$ cat src/rtl/tccc_pkg.sv
// package: shared constants and types for the type-c cc supervisor
package tccc_pkg;
    // time to clock-cycle conversion
    localparam int CLK_PERIOD_PS = 4000;
    localparam int TCC_TIME_US = 150;
    localparam int TCC_CYCLES = (TCC_TIME_US * 1000000) / CLK_PERIOD_PS;
    localparam int VCONN_SHUTOFF_TIME_NS = 8;
    localparam int VCONN_SHUTOFF_CYCLES = (VCONN_SHUTOFF_TIME_NS * 1000) / CLK_PERIOD_PS;
    localparam int CC_OVP_SHUTOFF_TIME_NS = 8;
    localparam int CC_OVP_SHUTOFF_CYCLES = (CC_OVP_SHUTOFF_TIME_NS * 1000) / CLK_PERIOD_PS;
    localparam int TCC_CNT_W = 24;

    // per-line termination class
    typedef enum logic [1:0] {
        TCCC_TERM_OPEN = 2'h0,
        TCCC_TERM_RD = 2'h1,
        TCCC_TERM_RA = 2'h2
    } tccc_term_e;

    // comparator reference selection
    localparam logic [1:0] REF_SRC_LOW = 2'h0;
    localparam logic [1:0] REF_SRC_HIGH = 2'h1;
    localparam logic [1:0] REF_SNK = 2'h2;

    // sink-side decoded advertised current
    localparam logic [1:0] ADV_NONE = 2'h0;
    localparam logic [1:0] ADV_DEFAULT = 2'h1;
    localparam logic [1:0] ADV_LOW = 2'h2;
    localparam logic [1:0] ADV_HIGH = 2'h3;

    // one-hot attach states
    typedef enum logic [6:0] {
        TCCC_ST_OPEN = 7'h01,
        TCCC_ST_SNK_1 = 7'h02,
        TCCC_ST_SNK_2 = 7'h04,
        TCCC_ST_CBL_1 = 7'h08,
        TCCC_ST_CBL_2 = 7'h10,
        TCCC_ST_FULL_1 = 7'h20,
        TCCC_ST_FULL_2 = 7'h40
    } tccc_state_e;

    // comparator levels seen on one cc line
    typedef struct packed {
        logic below_cable_marker;
        logic below_attach;
        logic above_disc_default;
        logic above_disc_high;
        logic snk_low;
        logic snk_high;
        logic ovp;
        logic squelch;
    } tccc_cc_cmp_s;

    // port control outputs
    typedef struct packed {
        logic bus_power_en;
        logic vconn_first_en;
        logic vconn_second_en;
        logic watch_first;
        logic watch_second;
        logic tx_en;
        logic tx_on_second;
    } tccc_ctrl_s;
endpackage

$ cat src/rtl/tccc_supervisor.sv
// module: per-port type-c cc attach, orientation and vconn supervisor
`timescale 1ns/10ps
// Functional notes
// - both open: nothing attached, all power off
// - rd first only: sink, bus power, watch first
// - rd second only: sink, bus power, watch second
// - ra first only: cable, no power, watch both
// - ra second only: cable, no power, watch both
// - ra first rd second: vconn first, watch second
// - rd first ra second: vconn second, watch first
// - low pull-up until regulator settled at 5 v
// - below cable marker threshold means ra cable
// - disconnect after tcc above selected threshold
// - comparator reference follows role and pull-up current
// - sink: pulldown, attach on bus, decode current
// - vconn overtemperature in limit: shut off, flag recovery
// - regulator undervoltage disables both vconn paths
// - cc overvoltage disables vconn and pd transmitter
// - squelch follows the cc line state
// - only one transmitter; idle drivers high impedance
// - communicate on the mated cc line; cable-only states use the first line
module tccc_supervisor
    import tccc_pkg::*;
#(
    parameter int TCC_CNT = TCC_CYCLES
) (
    input wire logic clk_sys_i,
    input wire logic rst_i,
    input wire logic sink_role_i,
    input wire logic pullup_high_req_i,
    input wire logic regulator_settled_i,
    input wire logic bus_present_i,
    input wire tccc_cc_cmp_s cc_first_i,
    input wire tccc_cc_cmp_s cc_second_i,
    input wire logic vconn_limit_i,
    input wire logic vconn_overtemp_i,
    input wire logic rail_uvlo_i,
    input wire logic reverse_current_i,
    input wire logic tx_req_i,
    input wire logic tx_data_i,
    input wire logic error_recovery_ack_i,
    output tccc_state_e attach_state_o,
    output tccc_ctrl_s ctrl_o,
    output logic pullup_high_o,
    output logic [1:0] cmp_ref_o,
    output logic sink_pulldown_o,
    output logic sink_attached_o,
    output logic [1:0] sink_adv_current_o,
    output logic error_recovery_o,
    output logic squelch_o,
    output logic cc_first_out_o,
    output logic cc_first_oe_n_o,
    output logic cc_second_out_o,
    output logic cc_second_oe_n_o
);

    // ======================================================================
    // helpers
    // ======================================================================

    // classify a cc line from its comparators
    function automatic tccc_term_e classify(input tccc_cc_cmp_s c);
        if (c.below_cable_marker) begin
            classify = TCCC_TERM_RA;
        end else if (c.below_attach) begin
            classify = TCCC_TERM_RD;
        end else begin
            classify = TCCC_TERM_OPEN;
        end
    endfunction

    // line above the disconnect threshold of the active pull-up current
    function automatic logic above_disc(input tccc_cc_cmp_s c, input logic hi);
        above_disc = hi ? c.above_disc_high : c.above_disc_default;
    endfunction

    // ======================================================================
    // input synchroniser, two flops for every async input
    // ======================================================================
    localparam int SYNC_W = 2 * $bits(tccc_cc_cmp_s) + 8;
    logic [SYNC_W-1:0] sync_meta;
    logic [SYNC_W-1:0] sync_q;
    logic [SYNC_W-1:0] sync_d;
    assign sync_d = {cc_first_i, cc_second_i, bus_present_i, vconn_limit_i,
                     vconn_overtemp_i, rail_uvlo_i, reverse_current_i,
                     regulator_settled_i, sink_role_i, pullup_high_req_i};

    // metastability filter
    always_ff @(posedge clk_sys_i) begin
        if (rst_i) begin
            sync_meta <= '0;
            sync_q <= '0;
        end else begin
            sync_meta <= sync_d;
            sync_q <= sync_meta;
        end
    end

    tccc_cc_cmp_s cc1;
    tccc_cc_cmp_s cc2;
    logic bus_s, lim_s, ot_s, uvlo_s, rev_s, settled_s, snk_s, hi_req_s;
    assign {cc1, cc2, bus_s, lim_s, ot_s, uvlo_s, rev_s, settled_s, snk_s, hi_req_s} = sync_q;

    tccc_term_e t1;
    tccc_term_e t2;
    assign t1 = classify(cc1);
    assign t2 = classify(cc2);

    // ======================================================================
    // pull-up current and comparator reference
    // ======================================================================
    logic hi_cur;

    // low current until regulator at 5 v, then firmware choice
    always_ff @(posedge clk_sys_i) begin
        if (rst_i) begin
            hi_cur <= 1'b0;
        end else begin
            hi_cur <= settled_s & hi_req_s & ~snk_s;
        end
    end

    // reference mux for both detectors
    always_ff @(posedge clk_sys_i) begin
        if (rst_i) begin
            cmp_ref_o <= REF_SRC_LOW;
        end else if (snk_s) begin
            cmp_ref_o <= REF_SNK;
        end else begin
            cmp_ref_o <= hi_cur ? REF_SRC_HIGH : REF_SRC_LOW;
        end
    end

    // ======================================================================
    // source attach state machine with tcc disconnect filter
    // ======================================================================
    tccc_state_e state;
    tccc_state_e next_state;
    logic [TCC_CNT_W-1:0] disc_cnt;
    logic disc_line_hi;
    logic disc_done;
    logic connected;

    assign connected = (state != TCCC_ST_OPEN);
    assign disc_done = (disc_cnt >= TCC_CNT_W'(TCC_CNT));

    // line being watched for detach in each state
    always_comb begin
        case (state)
            TCCC_ST_SNK_1, TCCC_ST_CBL_1, TCCC_ST_FULL_2: begin
                disc_line_hi = above_disc(cc1, hi_cur);
            end
            TCCC_ST_SNK_2, TCCC_ST_CBL_2, TCCC_ST_FULL_1: begin
                disc_line_hi = above_disc(cc2, hi_cur);
            end
            default: begin
                disc_line_hi = 1'b0;
            end
        endcase
    end

    // disconnect filter counter
    always_ff @(posedge clk_sys_i) begin
        if (rst_i) begin
            disc_cnt <= '0;
        end else if (!connected || !disc_line_hi || disc_done) begin
            disc_cnt <= '0;
        end else begin
            disc_cnt <= disc_cnt + TCC_CNT_W'(1);
        end
    end

    // next attach state
    always_comb begin
        next_state = state;
        case (state)
            TCCC_ST_OPEN: begin
                if (t1 == TCCC_TERM_RD && t2 == TCCC_TERM_OPEN) begin
                    next_state = TCCC_ST_SNK_1;
                end else if (t1 == TCCC_TERM_OPEN && t2 == TCCC_TERM_RD) begin
                    next_state = TCCC_ST_SNK_2;
                end else if (t1 == TCCC_TERM_RA && t2 == TCCC_TERM_RD) begin
                    next_state = TCCC_ST_FULL_1;
                end else if (t1 == TCCC_TERM_RD && t2 == TCCC_TERM_RA) begin
                    next_state = TCCC_ST_FULL_2;
                end else if (t1 == TCCC_TERM_RA && t2 == TCCC_TERM_OPEN) begin
                    next_state = TCCC_ST_CBL_1;
                end else if (t1 == TCCC_TERM_OPEN && t2 == TCCC_TERM_RA) begin
                    next_state = TCCC_ST_CBL_2;
                end
            end
            TCCC_ST_CBL_1: begin
                if (disc_done) begin
                    next_state = TCCC_ST_OPEN;
                end else if (t2 == TCCC_TERM_RD) begin
                    next_state = TCCC_ST_FULL_1;
                end
            end
            TCCC_ST_CBL_2: begin
                if (disc_done) begin
                    next_state = TCCC_ST_OPEN;
                end else if (t1 == TCCC_TERM_RD) begin
                    next_state = TCCC_ST_FULL_2;
                end
            end
            TCCC_ST_SNK_1, TCCC_ST_SNK_2, TCCC_ST_FULL_1, TCCC_ST_FULL_2: begin
                if (disc_done) begin
                    next_state = TCCC_ST_OPEN;
                end
            end
            default: begin
                next_state = TCCC_ST_OPEN;
            end
        endcase
        if (snk_s) begin
            next_state = TCCC_ST_OPEN;
        end
    end

    // attach state register
    always_ff @(posedge clk_sys_i) begin
        if (rst_i) begin
            state <= TCCC_ST_OPEN;
        end else begin
            state <= next_state;
        end
    end

    // ======================================================================
    // faults: vconn overtemperature, rail undervoltage, cc overvoltage
    // ======================================================================
    logic vconn_kill;
    logic ovp_any;
    assign ovp_any = cc1.ovp | cc2.ovp | rev_s;

    // vconn latched off until detach once overvoltage or overtemperature hits; undervoltage does not latch
    always_ff @(posedge clk_sys_i) begin
        if (rst_i) begin
            vconn_kill <= 1'b0;
        end else if (ovp_any || (lim_s && ot_s)) begin
            vconn_kill <= 1'b1;
        end else if (!connected) begin
            vconn_kill <= 1'b0;
        end
    end

    // error recovery flag, set wins over acknowledge
    always_ff @(posedge clk_sys_i) begin
        if (rst_i) begin
            error_recovery_o <= 1'b0;
        end else if (lim_s && ot_s) begin
            error_recovery_o <= 1'b1;
        end else if (error_recovery_ack_i) begin
            error_recovery_o <= 1'b0;
        end
    end

    // ======================================================================
    // power and watch outputs decoded from state
    // ======================================================================
    logic vconn_ok;
    assign vconn_ok = ~vconn_kill & ~uvlo_s & ~ovp_any & ~(lim_s & ot_s);

    // registered port controls
    always_ff @(posedge clk_sys_i) begin
        if (rst_i) begin
            ctrl_o <= '0;
            attach_state_o <= TCCC_ST_OPEN;
        end else begin
            attach_state_o <= state;
            ctrl_o.bus_power_en <= (state == TCCC_ST_SNK_1) || (state == TCCC_ST_SNK_2) ||
                                   (state == TCCC_ST_FULL_1) || (state == TCCC_ST_FULL_2);
            ctrl_o.vconn_first_en <= (state == TCCC_ST_FULL_1) && vconn_ok;
            ctrl_o.vconn_second_en <= (state == TCCC_ST_FULL_2) && vconn_ok;
            ctrl_o.watch_first <= (state == TCCC_ST_OPEN) || (state == TCCC_ST_SNK_1) ||
                                  (state == TCCC_ST_CBL_1) || (state == TCCC_ST_CBL_2) ||
                                  (state == TCCC_ST_FULL_2);
            ctrl_o.watch_second <= (state == TCCC_ST_OPEN) || (state == TCCC_ST_SNK_2) ||
                                   (state == TCCC_ST_CBL_1) || (state == TCCC_ST_CBL_2) ||
                                   (state == TCCC_ST_FULL_1);
            ctrl_o.tx_en <= tx_req_i && !ovp_any && connected;
            ctrl_o.tx_on_second <= (state == TCCC_ST_SNK_2) || (state == TCCC_ST_FULL_1);
        end
    end

    // ======================================================================
    // pd transmitter drive on the mated line, or on the first line in cable-only states
    // ======================================================================
    logic tx_act;
    logic mated_second;
    assign tx_act = tx_req_i & ~ovp_any & connected;
    assign mated_second = (state == TCCC_ST_SNK_2) || (state == TCCC_ST_FULL_1);

    // driver enables: low while driving, else high impedance
    always_ff @(posedge clk_sys_i) begin
        if (rst_i) begin
            cc_first_out_o <= 1'b0;
            cc_second_out_o <= 1'b0;
            cc_first_oe_n_o <= 1'b1;
            cc_second_oe_n_o <= 1'b1;
        end else begin
            cc_first_out_o <= tx_data_i;
            cc_second_out_o <= tx_data_i;
            cc_first_oe_n_o <= ~(tx_act & ~mated_second);
            cc_second_oe_n_o <= ~(tx_act & mated_second);
        end
    end

    // squelch follows the mated line (the first line in cable-only states) whoever transmits
    always_ff @(posedge clk_sys_i) begin
        if (rst_i) begin
            squelch_o <= 1'b0;
        end else begin
            squelch_o <= mated_second ? cc2.squelch : cc1.squelch;
        end
    end

    // ======================================================================
    // sink role
    // ======================================================================
    always_ff @(posedge clk_sys_i) begin
        if (rst_i) begin
            sink_pulldown_o <= 1'b0;
            sink_attached_o <= 1'b0;
            sink_adv_current_o <= ADV_NONE;
            pullup_high_o <= 1'b0;
        end else begin
            pullup_high_o <= hi_cur;
            sink_pulldown_o <= snk_s;
            sink_attached_o <= snk_s & bus_s;
            if (!(snk_s && bus_s)) begin
                sink_adv_current_o <= ADV_NONE;
            end else if (cc1.snk_high || cc2.snk_high) begin
                sink_adv_current_o <= ADV_HIGH;
            end else if (cc1.snk_low || cc2.snk_low) begin
                sink_adv_current_o <= ADV_LOW;
            end else begin
                sink_adv_current_o <= ADV_DEFAULT;
            end
        end
    end

endmodule

$ cat config.mk
export PLATFORM = sky130hd
export DESIGN_NAME = tccc_supervisor
export DESIGN_NICKNAME = d
export VERILOG_FILES = /design/src/rtl/tccc_pkg.sv /design/src/rtl/tccc_supervisor.sv
export SDC_FILE = /design/constraint.sdc
export NUM_CORES = 1
export LEC_CHECK = 0
export ABC_CLOCK_PERIOD_IN_PS = 3300
export BUFFER_PORTS_ARGS = -buffer_cell sky130_fd_sc_hd__buf_2
export CORE_MARGIN = 2
export CORE_UTILIZATION = 45
export DETAILED_ROUTE_END_ITERATION = 8
export PLACE_DENSITY = 0.66
export SYNTH_ARGS = -nofsm -noshare
export SYNTH_HDL_FRONTEND = slang
export SYNTH_SLANG_ARGS = --single-unit
$ cat constraint.sdc
create_clock -name clk_sys_i -period 3.3 [get_ports clk_sys_i]
set_input_delay 0.495 -clock clk_sys_i [delete_from_list [all_inputs] [get_ports clk_sys_i]]
set_output_delay 0.495 -clock clk_sys_i [all_outputs]
set_load 0.01 [all_outputs]
Word level (Yosys, flattened, before mapping)
Cells that the tools add are included.

word-level totals
  output and inout bits = 27
  input bits = 29
  logic and storage cells = 136
  bits in registers = 107

operators by class
  $lt $le $gt $ge = 1
  $add $sub $neg = 1
  bitwise operators = 22
  reduce and logical (&&, ||, !) cells = 42
  mux-type cells = 28
  equality and inequality tests = 17

operators by type and width
  operator                                               count
  2-to-1 mux 7 bit                                       11
  case mux 7 bit (4 select lines)                        1
  adder 24 x 1 -> 24 bit, second input constant          1
  >= comparator 24 x 16 -> 1 bit, second input constant  1
  logical OR 1 bit                                       17
  logical AND 1 bit                                      12
  bitwise AND 1 bit                                      11
  2-to-1 mux 1 bit                                       10
  2-to-1 mux 2 bit                                       5
  inverter 1 bit                                         9
  equality test 7 x 1 -> 1 bit, second input constant    1
  equality test 7 x 2 -> 1 bit, second input constant    1
  equality test 7 x 3 -> 1 bit, second input constant    1
  equality test 7 x 4 -> 1 bit, second input constant    1
  equality test 7 x 5 -> 1 bit, second input constant    1
  equality test 7 x 6 -> 1 bit, second input constant    1
  equality test 7 bit, second input constant             1
  inequality test 7 x 1 -> 1 bit, second input constant  1
  inequality test 7 bit, second input constant           1
  inequality test 3 bit, second input constant           2
  OR reduction 2 bit                                     3
  OR reduction 3 bit                                     2
  equality test 2 x 1 -> 1 bit, second input constant    2
  equality test 2 bit, second input constant             2
  other kinds (9)                                        13

Depth between registers and ports, before layout
  depth in word-level cells = 11
  depth in mapped cells = 8

Worst setup path after synthesis
No wires, ideal clock.

  path kind = reg-to-reg
  from = register disc_cnt[14]
  to = register state[4]
  path buffers = 0
  required time = 3.176 ns
  library setup time = 0.124 ns
  stages on the path, launching flop included = 7
  setup slack = 1.526 ns
  arrival = 1.650 ns
  period minus slack after synthesis = 1.774 ns
  path through = dfxtp_1 -> or4_1 -> nor4b_2 -> a21oi_2 -> a21oi_4 -> mux2i_1 -> nor2_1

on the way
  word-level cells in the longest chain between the ends = 3

ends and longest elaborated chain
  item                                                                                     line                    source
  start: declaration                                                                       tccc_supervisor.sv:139  logic [TCC_CNT_W-1:0] disc_cnt;
  start signal: assignment                                                                 tccc_supervisor.sv:169  disc_cnt <= disc_cnt + TCC_CNT_W'(1);
  >= comparator 24 x 16 -> 1 bit (*)                                                       tccc_supervisor.sv:145  assign disc_done = (disc_cnt >= TCC_CNT_W'(TCC_CNT));
  inequality test 3 bit (no source line), or another cell as far along                     -
  AND reduction 4 bit (no source line) or case mux 7 bit (4 select lines) (tied branches)  -
  end signal: assignment                                                                   tccc_supervisor.sv:225  state <= next_state;
  end: declaration                                                                         tccc_supervisor.sv:137  tccc_state_e state;

Mark *: on every way between the ends. The rest lies on a longest branch, timed or not.
A chain may end at the register's enable or synchronous reset.

Worst setup path in the final report
  from = register state[6]
  to = register state[6]

on the way
  word-level cells in the longest chain between the ends = 4

ends and longest elaborated chain
  item                                               line                    source
  equality test 7 bit, or another cell as far along  tccc_supervisor.sv:176  case (state)
  OR reduction 4 bit                                 tccc_supervisor.sv:176
  inequality test 2 bit (no source line)             -
  AND reduction 4 bit (no source line)               -

Parallel ways exist; a longest one is shown, timed or not.

==> metrics <==
Pwr Total 2.25 mW; Leak 1.69 nW; post-synth top area share between 50% and 60%; worst hold-check path type in2reg; DP Wirelength 4.07 mm; Fin Setup TNS 0 ns; DR vias/cell 4.64; critical path startpoint category register; slew margin rel. between 60% and 70%; Initial Util 46.9%; TritonCTS buffer count 9; Die W 94.0 µm; Layout fillers 754; H-tree Lvls 3; I/O Buffers 55; Primary FF master, synth dfxtp_1; CP Class reg2reg; DRT Pass-1 Iters 4; DRC 0; Syn Inst Count approximately 360; # diodes 0; clock latency at the later pin of the worst-skew pair around 0.36 ns; maximum clock path buffer count 2; GRT Util Overall 14.3%; CP required approximately 3.6 ns; Synth Cell Area 0.00364 mm²; number of enable flip-flop cells after synthesis 0; clock slew seen by the registers of the worst setup and hold paths 0.10 ns; Worst-Margin Slew 0.486 ns; post-synthesis async set-or-reset flop share 0%; unique cell type count in the Yosys netlist 42; Setup-failing EPs final 0; CTS tree built; vias in the first global route 2247; post-CTS setup buffer count 0; Worst EP arrival 2.24 ns; CTS Hold Buffers Added 0; Crit-path slowest cell dfxtp_1; DR vias 2429; Clock Skew 0.00608 ns; GP Congestion 0.806; largest net degree at the start of global routing around 40; clock sink count 106; VDD IR max 0.244 mV; max_cap viols 0; post-route cell area 0.00417 mm²; final critical-path required period 1.98 ns; Syn Area/Cell 10.1 µm²; Gates resized, CTS repair 0; clock tree root driver cell clkbuf_8; flops & latches, synth 106; count leader, synth dfxtp_1; die area 0.00884 mm²; final worst-path cycle share 60.1%; top cells by area, synth dfxtp_1 58%, nor2b_1 10%, nor2_1 4.2%, xnor2_1 2.4%, xor2_1 2.2%; Crit. End Element register; Slew Limit Fails 0; pwr dens approximately 540 mW/mm²; core area 0.00777 mm²; RSZ-0062 raised after global routing no; crit-path max FO 12; placed inst area 0.00398 mm²; final layout net count 447; I/O pin total 56; area growth from synthesis to layout 14.3%; initial antenna violation count 0; total wire length approximately 5.7 mm; grt ovf 0; first-pass GRT wire length 9.83 mm; Vert. Die Dim 94.0 µm; share of cells above drive strength 1 19.2%; leading area contributor after synthesis dfxtp_1; CP peak stage delay 0.64 ns; placed cell count 507; final core utilization a little over half; remaining antenna violation count after routing 0; top cells by count, synth 106 x dfxtp_1, 60 x nor2b_1, 41 x nor2_1; fmax 0.504 GHz; CP Cell Sequence xor2_1 -> a211oi_1 -> o211ai_1 -> a21oi_4 -> mux2i_1 -> nor2_1; Non-Filler Instances ~520; YS warnings 0; # rows 32; DRT iter0 DRCs 107; per-cell routed wire length between 10 and 15 µm; sequential-to-total area share from yosys stat 58.2%; status completed; Final Hold Vio Count 0
-- flip-flops by register name, indices dropped and copies added, names as in the netlist --
| signal | cells |
|---|---|
| attach_state_o | 7 |
| cc_first_oe_n_o | 1 |
| cc_second_oe_n_o | 1 |
| cc_second_out_o | 1 |
| cmp_ref_o | 2 |
| ctrl_o | 7 |
| disc_cnt | 24 |
| error_recovery_o | 1 |
| hi_cur | 1 |
| pullup_high_o | 1 |
| sink_adv_current_o | 2 |
| sink_attached_o | 1 |
| squelch_o | 1 |
| state | 7 |
| sync_meta | 24 |
| sync_q | 24 |
| vconn_kill | 1 |
-- cell families (layout without fill, tap and decap cells) --
| group | Yosys count | in the layout | share of synthesized area (%) |
|---|---|---|---|
| buffers and inverters | 26 | 78 | 3.43 |
| DFF | 106 | 106 | 58.2 |
| adders and majority gates | 2 | 2 | 0.686 |
| muxes | 6 | 6 | 1.68 |
| other | 1 | 8 | 0.103 |
| xor gates and xnor gates | 19 | 19 | 4.57 |
| and+or+nand+nor | 173 | 173 | 25.7 |
| AOI/OAI and AO/OA | 29 | 29 | 5.60 |
-- metal layers --
metal  GRT usage, %  up-vias  part of all wire [%]
li1               -     1282                     -
met4           6.64        0                   1.7
met2           22.3       65                    45
met1           18.3     1074                    48
met3           4.01        8                   5.8
met5              0        -                     0
-- through the flow --
step,hold slack (ns),setup WS (ns)
after floorplan,0.395,1.53
after global placement,0.406,1.33
after detailed placement,0.401,1.31
after CTS,0.319,1.30
after global routing,0.317,1.09
final,0.336,1.32
-- layout by cell type, fill, tap and decap left out, types with 5 or more instances in the layout --
cell / Yosys / routed
inv_1: 6 / 6
nor3_1: 8 / 8
xor2_1: 9 / 9
nand2b_1: 6 / 6
conb_1: 1 / 8
buf_2: 4 / 55
nor2_1: 41 / 41
dfxtp_1: 106 / 106
nor4_1: 6 / 6
nand2_1: 19 / 19
clkbuf_8: 0 / 11
nor2b_1: 60 / 60
xnor2_1: 10 / 10
and3_1: 5 / 5
nand3_1: 12 / 12
mux2i_1: 5 / 5
a21oi_1: 9 / 9
-- power by group --
part | switching (mW) | total (mW) | internal [mW]
Combinational | 0.0860 | 0.162 | 0.0757
Clock | 0.417 | 0.733 | 0.317
Sequential | 0.0263 | 1.35 | 1.33
Total | 0.529 | 2.25 | 1.72
-- layout make-up --
cell class	instances	area [µm²]	area share, %
multi-input cells	237	1420	34.2
repair buffers	56	283	6.79
inverters	6	22.5	0.541
clock inverters	5	36.3	0.871
flip-flops and latches	106	2120	50.9
clock buffers	11	151	3.63
well taps	102	128	3.06
-- final timing paths --
path                 startpoint            end  slack [ns]  cells past startpoint
hold / removal    cc_first_i[3]  sync_meta[19]        0.34                      2
setup / recovery       state[6]       state[6]        1.32                      6
setup reg to reg       state[6]       state[6]        1.32                      6
hold reg to reg       sync_q[0]         hi_cur        0.42                      2
-- worst max-delay path, delay by kind of cell (launching register included) --
| family | cells | cell delay (ns) |
|---|---|---|
| XOR/XNOR | 1 | 0.12 |
| flip-flops | 1 | 0.64 |
| AO/OA/AOI/OAI | 3 | 0.86 |
| multiplexers | 1 | 0.21 |
| AND/OR/NAND/NOR | 1 | 0.05 |
(Power assumes the default switching activity.)
